File: config.mk
export PLATFORM = sky130hd
export DESIGN_NAME = rstc_top
export DESIGN_NICKNAME = d
export VERILOG_FILES = /design/src/common/rstc_pkg.sv /design/src/rtl/rstc_sync.sv /design/src/rtl/rstc_ext_pulse.sv /design/src/rtl/rstc_top.sv
export VERILOG_INCLUDE_DIRS = /design/src /design/src/common
export SDC_FILE = /design/constraint.sdc
export NUM_CORES = 1
export LEC_CHECK = 0
export BUFFER_PORTS_ARGS = -buffer_cell sky130_fd_sc_hd__buf_2
export CAP_MARGIN = 20
export CORE_MARGIN = 2
export CORE_UTILIZATION = 54
export DETAILED_ROUTE_END_ITERATION = 7
export GPL_ROUTABILITY_DRIVEN = 0
export GPL_TIMING_DRIVEN = 0
export PLACE_DENSITY = 0.82
export SETUP_SLACK_MARGIN = 0.1
export SLEW_MARGIN = 10
export SYNTH_ARGS = -nofsm -noshare
export SYNTH_HDL_FRONTEND = slang
export SYNTH_SLANG_ARGS = --single-unit
File: constraint.sdc
create_clock -name aclk -period 3.8 [get_ports aclk]
set_input_delay 0.57 -clock aclk [delete_from_list [all_inputs] [get_ports aclk]]
set_output_delay 0.57 -clock aclk [all_outputs]
set_load 0.01 [all_outputs]
File: src/common/rstc_regs.svh
`ifndef RSTC_REGS_SVH
`define RSTC_REGS_SVH

// register byte offsets
`define RSTC_CMD_OFS        12'h000
`define RSTC_STAT_OFS       12'h004
`define RSTC_MODE_OFS       12'h008

// write protection key
`define RSTC_KEY            8'ha5
`define RSTC_KEY_MSB        31
`define RSTC_KEY_LSB        24

// reset_command bits
`define RSTC_CPU_BIT        0
`define RSTC_PER_BIT        2
`define RSTC_EXT_BIT        3

// reset_status fields
`define RSTC_USTAT_BIT      0
`define RSTC_CAUSE_MSB      10
`define RSTC_CAUSE_LSB      8
`define RSTC_LEVEL_BIT      16
`define RSTC_BUSY_BIT       17
`define RSTC_STAT_RST_MAIN  32'h0000_0001
`define RSTC_STAT_RST_BKUP  32'h0000_0000

// reset_mode fields
`define RSTC_UEN_BIT        0
`define RSTC_UIEN_BIT       4
`define RSTC_LEN_MSB        11
`define RSTC_LEN_LSB        8

// reset cause codes
`define RSTC_CAUSE_GEN      3'h0
`define RSTC_CAUSE_WAKE     3'h1
`define RSTC_CAUSE_WDT      3'h2
`define RSTC_CAUSE_SW       3'h3
`define RSTC_CAUSE_USER     3'h4

// state lengths in slow clock cycles
`define RSTC_SW_TICKS       3'h2
`define RSTC_WDT_TICKS      3'h2
`define RSTC_PWR_TICKS      3'h2
`define RSTC_USER_TICKS     3'h4

// master clock cycles the pin is ignored after the drive ends
`define RSTC_GUARD_CYC      3'h4

`endif

File: src/common/rstc_pkg.sv
package rstc_pkg;

  typedef enum logic [2:0] {
    ST_IDLE,
    ST_PWR,
    ST_WDT,
    ST_SW,
    ST_USER
  } rstc_state_t;

  typedef struct packed {
    logic ext;
    logic periph;
    logic cpu;
  } rstc_cmd_t;

  typedef struct packed {
    logic [3:0] len;
    logic       irq_en;
    logic       user_en;
  } rstc_mode_t;

endpackage

File: src/rtl/rstc_sync.sv
`timescale 1ns/1ps
module rstc_sync
  import rstc_pkg::*;
#(
  parameter logic [1:0] RESET_VAL = 2'h0
) (
  // clock and reset
  input  wire logic       aclk,
  input  wire logic       aresetn,
  // asynchronous levels in, synchronised levels out
  input  wire logic [1:0] d,
  output logic      [1:0] q
);

  logic [1:0] meta_reg;
  logic [1:0] q_reg;

  always_ff @(posedge aclk) begin
    if (!aresetn) begin
      meta_reg <= RESET_VAL;
      q_reg    <= RESET_VAL;
    end else begin
      meta_reg <= d;
      q_reg    <= meta_reg;
    end
  end

  assign q = q_reg;

endmodule // rstc_sync

File: src/rtl/rstc_ext_pulse.sv
`timescale 1ns/1ps
module rstc_ext_pulse
  import rstc_pkg::*;
(
  // clock and reset
  input  wire logic       aclk,
  input  wire logic       aresetn,
  // control
  input  wire logic       start,
  input  wire logic       slow_tick,
  input  wire logic [3:0] len,
  // pin drive
  output logic            drive
);

  logic [16:0] cnt_reg;
  logic [3:0]  len_reg;
  logic        drive_reg;
  logic [16:0] last_cnt;

  // length latched at start so a mode write cannot cut a pulse short
  assign last_cnt = (17'h2 << len_reg) - 17'h1;

  always_ff @(posedge aclk) begin
    if (!aresetn) begin
      drive_reg <= 1'b0;
      cnt_reg   <= 17'h0;
      len_reg   <= 4'h0;
    end else if (start) begin
      drive_reg <= 1'b1;
      cnt_reg   <= 17'h0;
      len_reg   <= len;
    end else if (drive_reg && slow_tick) begin
      cnt_reg <= cnt_reg + 17'h1;
      if (cnt_reg == last_cnt) begin
        drive_reg <= 1'b0;
      end
    end
  end

  assign drive = drive_reg;

  ext_len_a: assert property (@(posedge aclk) disable iff (!aresetn)
    $fell(drive_reg) |-> $past(cnt_reg) == $past(last_cnt)
                         && $past(slow_tick))
    else $error("pin drive ended at wrong count");

endmodule // rstc_ext_pulse

File: src/rtl/rstc_top.sv
// Function
// - Software command asserts resets at once; release follows slow clock.
// - External command drives pin low for programmed length, no user reset.
// - Software reset recorded as cause only when processor bit was set.
// - Busy flag set on command, cleared at end; command writes meanwhile ignored.
// - Watchdog fault enters watchdog reset for two slow clock cycles.
// - Watchdog full mode: processor, peripheral and pin; no user reset.
// - Watchdog processor-only mode asserts only the processor reset.
// - Watchdog reset enable low makes watchdog faults ignored.
// - Priority: backup, wake-up, watchdog, software, user reset.
// - In software reset watchdog pre-empts and pin low is ignored.
// - In watchdog reset no software command and no user reset.
// - Pin level sampled every master clock, status bit 16; busy bit 17.
// - Pin falling edge sets status bit 0; status read clears it.
// - Interrupt when status bit set, user reset off, interrupt enabled.
// - Mode write with wrong key discarded entirely.
// - Cause codes: general, wake-up, watchdog, software, user; read keeps it.
// - Status resets to 0x1 after main-only, 0x0 after backup power-up.
// - User reset enable set makes a low pin start a user reset.
// - Pin drive lasts two to the power of length plus one slow cycles.
// - Software reset state lasts two slow clock cycles unless a watchdog or power reset pre-empts it.
// - Cause field loaded when the processor reset is released.
// - Processor reset also resets watchdog; peripheral reset covers remap.
`timescale 1ns/1ps
`include "rstc_regs.svh"
module rstc_top
  import rstc_pkg::*;
(
  // clock and reset
  input  wire logic        aclk,
  input  wire logic        aresetn,
  // axi4-lite write
  input  wire logic        awvalid,
  output logic             awready,
  input  wire logic [11:0] awaddr,
  input  wire logic        wvalid,
  output logic             wready,
  input  wire logic [31:0] wdata,
  input  wire logic [3:0]  wstrb,
  output logic             bvalid,
  input  wire logic        bready,
  output logic      [1:0]  bresp,
  // axi4-lite read
  input  wire logic        arvalid,
  output logic             arready,
  input  wire logic [11:0] araddr,
  output logic             rvalid,
  input  wire logic        rready,
  output logic      [31:0] rdata,
  output logic      [1:0]  rresp,
  // slow clock and reset pin
  input  wire logic        slow_clk,
  input  wire logic        nrst_i,
  output logic             nrst_o,
  output logic             nrst_oe,
  // reset sources
  input  wire logic        backup_rst_req,
  input  wire logic        wakeup_rst_req,
  input  wire logic        backup_power_up,
  input  wire logic        wdt_fault,
  input  wire logic        watchdog_reset_enable,
  input  wire logic        watchdog_cpu_only_bit,
  // reset outputs and interrupt
  output logic             cpu_rst_n,
  output logic             periph_rst_n,
  output logic             irq
);

  function automatic logic key_ok(input logic [31:0] d);
    return d[`RSTC_KEY_MSB:`RSTC_KEY_LSB] == `RSTC_KEY;
  endfunction

  function automatic logic sel(input logic [11:0] a, input logic [11:0] o);
    return a[11:2] == o[11:2];
  endfunction

  function automatic logic mapped(input logic [11:0] a);
    return sel(a, `RSTC_CMD_OFS) || sel(a, `RSTC_STAT_OFS)
        || sel(a, `RSTC_MODE_OFS);
  endfunction

  logic [1:0]  sync_q;
  logic        pin_lvl;
  logic        slow_prev_reg;
  logic        pin_prev_reg;
  logic        slow_tick;
  logic        pin_fell;

  logic        aw_hold_reg;
  logic        w_hold_reg;
  logic [11:0] awaddr_reg;
  logic [31:0] wdata_reg;
  logic [3:0]  wstrb_reg;
  logic        bvalid_reg;
  logic [1:0]  bresp_reg;
  logic        rvalid_reg;
  logic [31:0] rdata_reg;
  logic [1:0]  rresp_reg;
  logic        write_fire;
  logic        rd_fire;
  logic        cmd_wr;
  logic        mode_wr;
  logic        stat_rd;
  logic [31:0] rd_word;

  rstc_state_t state_reg;
  rstc_state_t state_next;
  logic [2:0]  cnt_reg;
  rstc_cmd_t   cmd_in;
  rstc_cmd_t   cmd_reg;
  rstc_cmd_t   sw_cmd_now;
  rstc_mode_t  mode_reg;
  logic        sw_ok;
  logic        wdt_evt;
  logic        pwr_req;
  logic        user_low;
  logic        enter_sw;
  logic        enter_wdt;
  logic        wdt_cpu_only_reg;
  logic        wdt_cpu_only_now;
  logic        cpu_assert;
  logic        periph_assert;
  logic        ext_start;
  logic        ext_drive;
  logic [2:0]  guard_reg;
  logic        busy_reg;
  logic        ustat_reg;
  logic [2:0]  cause_reg;
  logic [2:0]  pending_reg;
  logic        cpu_rst_n_reg;
  logic        periph_rst_n_reg;
  logic [31:0] stat_rst;

  // pin idles high, so its synchroniser resets high
  rstc_sync #(.RESET_VAL(2'h2)) u_sync (
    .aclk    (aclk),
    .aresetn (aresetn),
    .d       ({nrst_i, slow_clk}),
    .q       (sync_q)
  );

  assign pin_lvl   = sync_q[1];
  assign slow_tick = sync_q[0] && !slow_prev_reg;
  assign pin_fell  = pin_prev_reg && !pin_lvl;

  always_ff @(posedge aclk) begin
    if (!aresetn) begin
      slow_prev_reg <= 1'b0;
      pin_prev_reg  <= 1'b1;
    end else begin
      slow_prev_reg <= sync_q[0];
      pin_prev_reg  <= pin_lvl;
    end
  end

  // bus write side: address and data taken in either order
  assign awready    = !aw_hold_reg && !bvalid_reg;
  assign wready     = !w_hold_reg && !bvalid_reg;
  assign write_fire = aw_hold_reg && w_hold_reg && !bvalid_reg;

  always_ff @(posedge aclk) begin
    if (!aresetn) begin
      aw_hold_reg <= 1'b0;
      awaddr_reg  <= 12'h000;
    end else if (awvalid && awready) begin
      aw_hold_reg <= 1'b1;
      awaddr_reg  <= awaddr;
    end else if (write_fire) begin
      aw_hold_reg <= 1'b0;
    end
  end

  always_ff @(posedge aclk) begin
    if (!aresetn) begin
      w_hold_reg <= 1'b0;
      wdata_reg  <= 32'h0000_0000;
      wstrb_reg  <= 4'h0;
    end else if (wvalid && wready) begin
      w_hold_reg <= 1'b1;
      wdata_reg  <= wdata;
      wstrb_reg  <= wstrb;
    end else if (write_fire) begin
      w_hold_reg <= 1'b0;
    end
  end

  always_ff @(posedge aclk) begin
    if (!aresetn) begin
      bvalid_reg <= 1'b0;
      bresp_reg  <= 2'h0;
    end else if (write_fire) begin
      bvalid_reg <= 1'b1;
      bresp_reg  <= mapped(awaddr_reg) ? 2'h0 : 2'h3;
    end else if (bready) begin
      bvalid_reg <= 1'b0;
    end
  end

  assign bvalid = bvalid_reg;
  assign bresp  = bresp_reg;

  // partial writes are dropped: key and fields share one word
  assign cmd_wr  = write_fire && sel(awaddr_reg, `RSTC_CMD_OFS)
                   && wstrb_reg == 4'hf;
  assign mode_wr = write_fire && sel(awaddr_reg, `RSTC_MODE_OFS)
                   && wstrb_reg == 4'hf && key_ok(wdata_reg);

  always_comb begin
    cmd_in        = '0;
    cmd_in.cpu    = wdata_reg[`RSTC_CPU_BIT];
    cmd_in.periph = wdata_reg[`RSTC_PER_BIT];
    cmd_in.ext    = wdata_reg[`RSTC_EXT_BIT];
  end

  // bus read side
  assign arready = !rvalid_reg;
  assign rd_fire = arvalid && arready;
  assign stat_rd = rd_fire && sel(araddr, `RSTC_STAT_OFS);

  always_comb begin
    rd_word = 32'h0000_0000;
    if (sel(araddr, `RSTC_STAT_OFS)) begin
      rd_word[`RSTC_USTAT_BIT]                = ustat_reg;
      rd_word[`RSTC_CAUSE_MSB:`RSTC_CAUSE_LSB] = cause_reg;
      rd_word[`RSTC_LEVEL_BIT]                = pin_lvl;
      rd_word[`RSTC_BUSY_BIT]                 = busy_reg;
    end else if (sel(araddr, `RSTC_MODE_OFS)) begin
      rd_word[`RSTC_UEN_BIT]                  = mode_reg.user_en;
      rd_word[`RSTC_UIEN_BIT]                 = mode_reg.irq_en;
      rd_word[`RSTC_LEN_MSB:`RSTC_LEN_LSB]    = mode_reg.len;
    end
  end

  always_ff @(posedge aclk) begin
    if (!aresetn) begin
      rvalid_reg <= 1'b0;
      rdata_reg  <= 32'h0000_0000;
      rresp_reg  <= 2'h0;
    end else if (rd_fire) begin
      rvalid_reg <= 1'b1;
      rdata_reg  <= rd_word;
      rresp_reg  <= mapped(araddr) ? 2'h0 : 2'h3;
    end else if (rready) begin
      rvalid_reg <= 1'b0;
    end
  end

  assign rvalid = rvalid_reg;
  assign rdata  = rdata_reg;
  assign rresp  = rresp_reg;

  always_ff @(posedge aclk) begin
    if (!aresetn) begin
      mode_reg <= '0;
    end else if (mode_wr) begin
      mode_reg.user_en <= wdata_reg[`RSTC_UEN_BIT];
      mode_reg.irq_en  <= wdata_reg[`RSTC_UIEN_BIT];
      mode_reg.len     <= wdata_reg[`RSTC_LEN_MSB:`RSTC_LEN_LSB];
    end
  end

  // reset source arbitration
  assign pwr_req = backup_rst_req || wakeup_rst_req;
  assign wdt_evt = wdt_fault && watchdog_reset_enable;
  assign sw_ok   = cmd_wr && key_ok(wdata_reg) && !busy_reg
                   && |cmd_in;
  // own pin drive and its echo through the synchroniser are not a user reset
  assign user_low = !pin_lvl && mode_reg.user_en && !ext_drive
                    && guard_reg == 3'h0;

  always_comb begin
    state_next = state_reg;
    if (pwr_req) begin
      state_next = ST_PWR;
    end else begin
      unique case (state_reg)
        ST_IDLE: begin
          if (wdt_evt) begin
            state_next = ST_WDT;
          end else if (sw_ok) begin
            state_next = ST_SW;
          end else if (user_low) begin
            state_next = ST_USER;
          end
        end
        ST_PWR: begin
          if (slow_tick && cnt_reg == `RSTC_PWR_TICKS - 3'h1) begin
            state_next = ST_IDLE;
          end
        end
        ST_WDT: begin
          // commands and pin ignored here
          if (slow_tick && cnt_reg == `RSTC_WDT_TICKS - 3'h1) begin
            state_next = ST_IDLE;
          end
        end
        ST_SW: begin
          if (wdt_evt) begin
            state_next = ST_WDT;
          end else if (slow_tick && cnt_reg == `RSTC_SW_TICKS - 3'h1) begin
            state_next = ST_IDLE;
          end
        end
        ST_USER: begin
          // two cycles resync plus two cycles processor startup
          if (slow_tick && pin_lvl
              && cnt_reg == `RSTC_USER_TICKS - 3'h1) begin
            state_next = ST_IDLE;
          end
        end
      endcase
    end
  end

  assign enter_sw  = state_next == ST_SW && state_reg != ST_SW;
  assign enter_wdt = state_next == ST_WDT && state_reg != ST_WDT;

  always_ff @(posedge aclk) begin
    if (!aresetn) begin
      state_reg <= ST_IDLE;
    end else begin
      state_reg <= state_next;
    end
  end

  always_ff @(posedge aclk) begin
    if (!aresetn) begin
      cnt_reg <= 3'h0;
    end else if (state_next != state_reg) begin
      cnt_reg <= 3'h0;
    end else if ((state_reg == ST_USER && !pin_lvl)
                 || (state_reg == ST_PWR && pwr_req)) begin
      cnt_reg <= 3'h0;
    end else if (slow_tick && state_reg != ST_IDLE) begin
      cnt_reg <= cnt_reg + 3'h1;
    end
  end

  always_ff @(posedge aclk) begin
    if (!aresetn) begin
      cmd_reg          <= '0;
      wdt_cpu_only_reg <= 1'b0;
    end else begin
      if (enter_sw) begin
        cmd_reg <= cmd_in;
      end
      if (enter_wdt) begin
        wdt_cpu_only_reg <= watchdog_cpu_only_bit;
      end
    end
  end

  // reset drive, decided from the next state so a command acts at once
  assign sw_cmd_now       = enter_sw ? cmd_in : cmd_reg;
  assign wdt_cpu_only_now = enter_wdt ? watchdog_cpu_only_bit
                                      : wdt_cpu_only_reg;

  always_comb begin
    cpu_assert    = 1'b0;
    periph_assert = 1'b0;
    unique case (state_next)
      ST_IDLE: begin
      end
      ST_PWR, ST_USER: begin
        cpu_assert    = 1'b1;
        periph_assert = 1'b1;
      end
      ST_WDT: begin
        cpu_assert    = 1'b1;
        periph_assert = !wdt_cpu_only_now;
      end
      ST_SW: begin
        cpu_assert    = sw_cmd_now.cpu;
        periph_assert = sw_cmd_now.periph;
      end
    endcase
  end

  always_ff @(posedge aclk) begin
    if (!aresetn) begin
      cpu_rst_n_reg    <= 1'b1;
      periph_rst_n_reg <= 1'b1;
    end else begin
      cpu_rst_n_reg    <= !cpu_assert;
      periph_rst_n_reg <= !periph_assert;
    end
  end

  assign cpu_rst_n    = cpu_rst_n_reg;
  assign periph_rst_n = periph_rst_n_reg;

  // external pin drive
  assign ext_start = (enter_sw && cmd_in.ext)
                     || (enter_wdt && !watchdog_cpu_only_bit);

  rstc_ext_pulse u_pulse (
    .aclk      (aclk),
    .aresetn   (aresetn),
    .start     (ext_start),
    .slow_tick (slow_tick),
    .len       (mode_reg.len),
    .drive     (ext_drive)
  );

  assign nrst_o  = 1'b0;
  assign nrst_oe = ext_drive;

  always_ff @(posedge aclk) begin
    if (!aresetn) begin
      guard_reg <= 3'h0;
    end else if (ext_drive) begin
      guard_reg <= `RSTC_GUARD_CYC;
    end else if (guard_reg != 3'h0) begin
      guard_reg <= guard_reg - 3'h1;
    end
  end

  always_ff @(posedge aclk) begin
    if (!aresetn) begin
      busy_reg <= 1'b0;
    end else if (enter_sw) begin
      busy_reg <= 1'b1;
    end else if (state_reg == ST_SW && state_next != ST_SW) begin
      busy_reg <= 1'b0;
    end
  end

  // status: strap chooses the power-up value
  assign stat_rst = backup_power_up ? `RSTC_STAT_RST_BKUP
                                    : `RSTC_STAT_RST_MAIN;

  always_ff @(posedge aclk) begin
    if (!aresetn) begin
      ustat_reg <= stat_rst[`RSTC_USTAT_BIT];
    end else if (pin_fell) begin
      ustat_reg <= 1'b1;
    end else if (stat_rd) begin
      ustat_reg <= 1'b0;
    end
  end

  always_ff @(posedge aclk) begin
    if (!aresetn) begin
      pending_reg <= `RSTC_CAUSE_GEN;
    end else if (state_next == ST_PWR && state_reg != ST_PWR) begin
      pending_reg <= backup_rst_req ? `RSTC_CAUSE_GEN : `RSTC_CAUSE_WAKE;
    end else if (enter_wdt) begin
      pending_reg <= `RSTC_CAUSE_WDT;
    end else if (enter_sw && cmd_in.cpu) begin
      pending_reg <= `RSTC_CAUSE_SW;
    end else if (state_next == ST_USER && state_reg != ST_USER) begin
      pending_reg <= `RSTC_CAUSE_USER;
    end
  end

  always_ff @(posedge aclk) begin
    if (!aresetn) begin
      cause_reg <= stat_rst[`RSTC_CAUSE_MSB:`RSTC_CAUSE_LSB];
    end else if (!cpu_rst_n_reg && !cpu_assert) begin
      cause_reg <= pending_reg;
    end
  end

  assign irq = ustat_reg && !mode_reg.user_en && mode_reg.irq_en;

  sw_assert_a: assert property (@(posedge aclk) disable iff (!aresetn)
    (state_reg == ST_IDLE && sw_ok && !wdt_evt && !pwr_req && cmd_in.cpu)
    |=> !cpu_rst_n && state_reg == ST_SW)
    else $error("processor reset late after command");

  ext_cmd_a: assert property (@(posedge aclk) disable iff (!aresetn)
    (state_reg == ST_IDLE && sw_ok && !wdt_evt && !pwr_req && cmd_in.ext)
    |=> nrst_oe && !nrst_o)
    else $error("pin not driven after command");

  busy_drop_a: assert property (@(posedge aclk) disable iff (!aresetn)
    (busy_reg && cmd_wr) |=> $stable(cmd_reg))
    else $error("command taken while busy");

  cause_sw_a: assert property (@(posedge aclk) disable iff (!aresetn)
    ($changed(cause_reg) && cause_reg == `RSTC_CAUSE_SW)
    |-> $past(cmd_reg.cpu) && $rose(cpu_rst_n))
    else $error("cause updated without processor release");

  sw_len_a: assert property (@(posedge aclk) disable iff (!aresetn)
    (state_reg == ST_SW && state_next == ST_IDLE)
    |-> slow_tick && cnt_reg == `RSTC_SW_TICKS - 3'h1)
    else $error("software reset length wrong");

  wdt_len_a: assert property (@(posedge aclk) disable iff (!aresetn)
    (state_reg == ST_WDT && state_next != ST_WDT && !pwr_req)
    |-> slow_tick && cnt_reg == `RSTC_WDT_TICKS - 3'h1)
    else $error("watchdog reset length wrong");

  wdt_only_a: assert property (@(posedge aclk) disable iff (!aresetn)
    (state_reg == ST_WDT && wdt_cpu_only_reg && !enter_wdt)
    |-> !cpu_rst_n && periph_rst_n)
    else $error("processor-only watchdog touched peripherals");

  wdt_off_a: assert property (@(posedge aclk) disable iff (!aresetn)
    (!watchdog_reset_enable && state_reg != ST_WDT) |=> state_reg != ST_WDT)
    else $error("watchdog reset with enable low");

  pwr_prio_a: assert property (@(posedge aclk) disable iff (!aresetn)
    pwr_req |=> state_reg == ST_PWR && !cpu_rst_n && !periph_rst_n)
    else $error("power reset lost priority");

  ustat_set_a: assert property (@(posedge aclk) disable iff (!aresetn)
    pin_fell |=> ustat_reg)
    else $error("pin falling edge not recorded");

  mode_key_a: assert property (@(posedge aclk) disable iff (!aresetn)
    (write_fire && sel(awaddr_reg, `RSTC_MODE_OFS) && !key_ok(wdata_reg))
    |=> $stable(mode_reg))
    else $error("mode changed by bad key");

endmodule // rstc_top

==> flow_metrics.py <==
metrics = {
    "outcome": {
        "status": "finished with violations",
        "violations": "DRC",
    },
    "timing": {
        "setup_violations": 0,
        "maxSlewViolCount": 0,
        "tns_ns": 0,
        "rsz0062_at_grt": "false",
        "hold_violations": 0,
        "tightest_slew_ns": 0.758,
        "setup_ws_ns": 0.313,
        "fin_crit_sh": 0.918,
        "min_period_ns": 3.49,
        "skew_ns": 0.0173,
        "slew_headroom": 0.493,
        "fmax_mhz": 287,
    },
    "cts": {
        "clk_path_buf_depth": 2,
        "cts_buffers": 9,
        "cts.clk_slew.worst_paths_ns": 0.12,
        "cts.sinks": 100,
        "cts-root-buf": "clkbuf_8",
        "clkLatencyLatePin_ns": 0.37,
        "hold_buffers": 0,
        "cts_tree": "built",
        "cts_setup_buffers": 0,
        "htree_levels": 3,
    },
    "route": {
        "drt-vias-per-instance": 5.50,
        "via_count": 4528,
        "drc": 1,
        "dr.first_iter.drc_count": 295,
        "firstDrtPassIters": 8,
        "ant_nets": 0,
        "routed_wl_um": 11600,
        "wire_per_inst_um": 14.1,
    },
    "placement": {
        "dpl.hpwl_um": 8540,
        "io_buffers": 74,
        "place_ws_ns": 0.0531,
    },
    "die": {
        "core_um2": 8810,
        "row_count": 34,
        "start_util": 0.561,
        "die_x_um": 99.7,
        "pin_count": 121,
        "die-area_um2": 9930,
        "fp.dieH_um": 99.7,
    },
    "cells_and_area": {
        "final_nets": 795,
        "antenna_cells": 0,
        "syn2layout_area_growth_pct": 16.9,
        "drive_gt1_frac": 0.187,
        "layout_common_cells": "nand2_1, dfxtp_1, buf_2",
        "final_common_cell": "nand2_1",
        "largest_reg_flops": 17,
    },
    "setup_path": {
        "worstPathRequired_ns": 3.86,
        "crit_family": "simple AND/OR/NAND/NOR gates",
        "crit_path_cell_trace": "nand3b_4, or4_4, nor3_4, o21a_1, nand2b_1, nor3_1, ha_1, mux2i_1, nand3b_1, a32oi_2",
        "critPathMaxStageDelay_ns": 0.58,
        "critPathCaptureType": "register",
        "critPathBufInv": 0,
        "criticalPathCategory": "reg -> reg",
        "crit_path_max_fanout": 6,
        "worstSetupStartpointType": "register",
        "crit_arrival_ns": 3.54,
        "cp_slowest_cell": "or4_4",
    },
    "global_routing": {
        "grt_pass1_vias": 4208,
        "grt_overflow_total": 0,
        "grt_start_max_net_pins": 20,
        "grt_pass1_wl_um": 19100,
        "grt_usage": 0.237,
        "antenna_found_initial": 0,
    },
    "synth": {
        "synth_warnings": 0,
        "synth_cell_types": 56,
        "synth-edff-count": 4,
        "yosysSeqAreaShare": 0.413,
        "async_flop_share": 0,
        "synthFlopType": "dfxtp_1",
        "postSynthAreaPerCell_um2": 8.21,
        "synth_cells": 602,
        "syn-cell-area_um2": 4940,
        "ys_ff_latch": 100,
    },
    "power": {
        "ir_drop_uv": 255,
        "p_total_mw": 2.12,
        "leakage_nw": 2.46,
        "power.density_nw_per_um2": 367,
    },
    "run": {
        "cap_violations": 0,
    },
    "min_path": {
        "hold_class": "in -> reg",
    },
}
[final timing paths]
path                                      to  depth (start not counted)  slack, ns                     startpoint
hold reg to reg       u_sync.q[1]$_SDFF_PN1_                          1       0.42  u_sync.meta_reg[1]$_SDFF_PN1_
setup reg to reg  cause_reg[2]$_SDFFCE_PN0P_                         10       0.31        w_hold_reg$_SDFFE_PN0P_
setup / recovery  cause_reg[2]$_SDFFCE_PN0P_                         10       0.31        w_hold_reg$_SDFFE_PN0P_
hold / removal           rvalid$_SDFFE_PN0P_                          2       0.37                         rready
[final cells by class]
cell class              instances  area [um2]
plain buffers                  59         328
clock buffers                  10         149
clock inverters                 6        66.3
fillers                       754        3030
inverters                      18        67.6
multi-input cells             449        2620
flip-flops and latches        100        2040
well taps                     108         135
repair buffers                 74         370
[report_power, final]
group          internal (mW)  total, mW  switching, mW  leakage (nW)
combinational          0.124      0.287          0.163          1.53
sequential              1.10       1.13         0.0289         0.823
clock                  0.296      0.703          0.407         0.105
[cell usage after synthesis, types with 3 or more instances]
cell type    n  area share
clkbuf_1    28       0.021
nand2_1    104       0.079
o31ai_1      4      0.0061
buf_2        3      0.0030
nor2_1      65       0.049
xor2_1      13       0.023
nor3_1      12       0.012
or3_1        3      0.0038
nor3b_1      6      0.0091
o21a_1       3      0.0046
nor2b_1      4      0.0051
dfxtp_1     96        0.39
xnor2_1     16       0.028
nor4_1       7      0.0089
nand4bb_1    3      0.0068
a22oi_1      5      0.0076
a31oi_1      4      0.0051
mux2i_1     20       0.041
and2_1       9       0.011
a21oi_1     49       0.050
nand3_1     14       0.014
o21ai_0     13       0.013
buf_4       27       0.041
or4_1        3      0.0046
inv_1       18       0.014
nand2b_1     8       0.010
edfxtp_1     4       0.024
and4_1       4      0.0071
ha_1         9       0.023
a222oi_1     4      0.0081
nand4_1      6      0.0076
o211ai_1     4      0.0061
a211oi_1     4      0.0061
[stage by stage]
| stage | utilization | hold slack (ns) | cell area (um2) | std cells |
|---|---|---|---|---|
| 2_1_floorplan | - | 0.386 | 5030 | 626 |
| 3_3_place_gp | 0.629 | 0.390 | 5540 | 808 |
| 3_5_place_dp | 0.629 | 0.399 | 5540 | 808 |
| 4_1_cts | 0.654 | 0.366 | 5760 | 824 |
| 5_1_grt | 0.656 | 0.363 | 5780 | 824 |
| 6_report | 0.656 | 0.371 | 5780 | 824 |
[layer usage]
layer  GRT usage  part of all wire  up-vias
met5           0                 0        -
met4      0.0727             0.014        0
met3      0.0422             0.070       14
met2       0.416              0.49      199
met1       0.296              0.42     2082
li1            -                 -     2233
[cells by family (layout without fill, tap and decap cells)]
group | after synthesis | after routing | synth area share
other | 1 | 25 | 0.000759
XOR/XNOR | 29 | 29 | 0.0514
AO/OA/AOI/OAI | 104 | 104 | 0.133
adder cells (fa/ha/maj) | 9 | 9 | 0.0228
flip-flops | 100 | 100 | 0.413
multiplexers | 20 | 20 | 0.0405
AND/OR/NAND/NOR | 262 | 262 | 0.258
buffers and inverters | 77 | 167 | 0.0797
[what timing repair did]
action / in CTS / in global routing
pin swaps: 0 / 0
gates resized for setup: 2 / 4
endpoints found under the setup margin: 3 / 4
gates cloned: 0 / 0
Power figures use the tool's default switching activity.
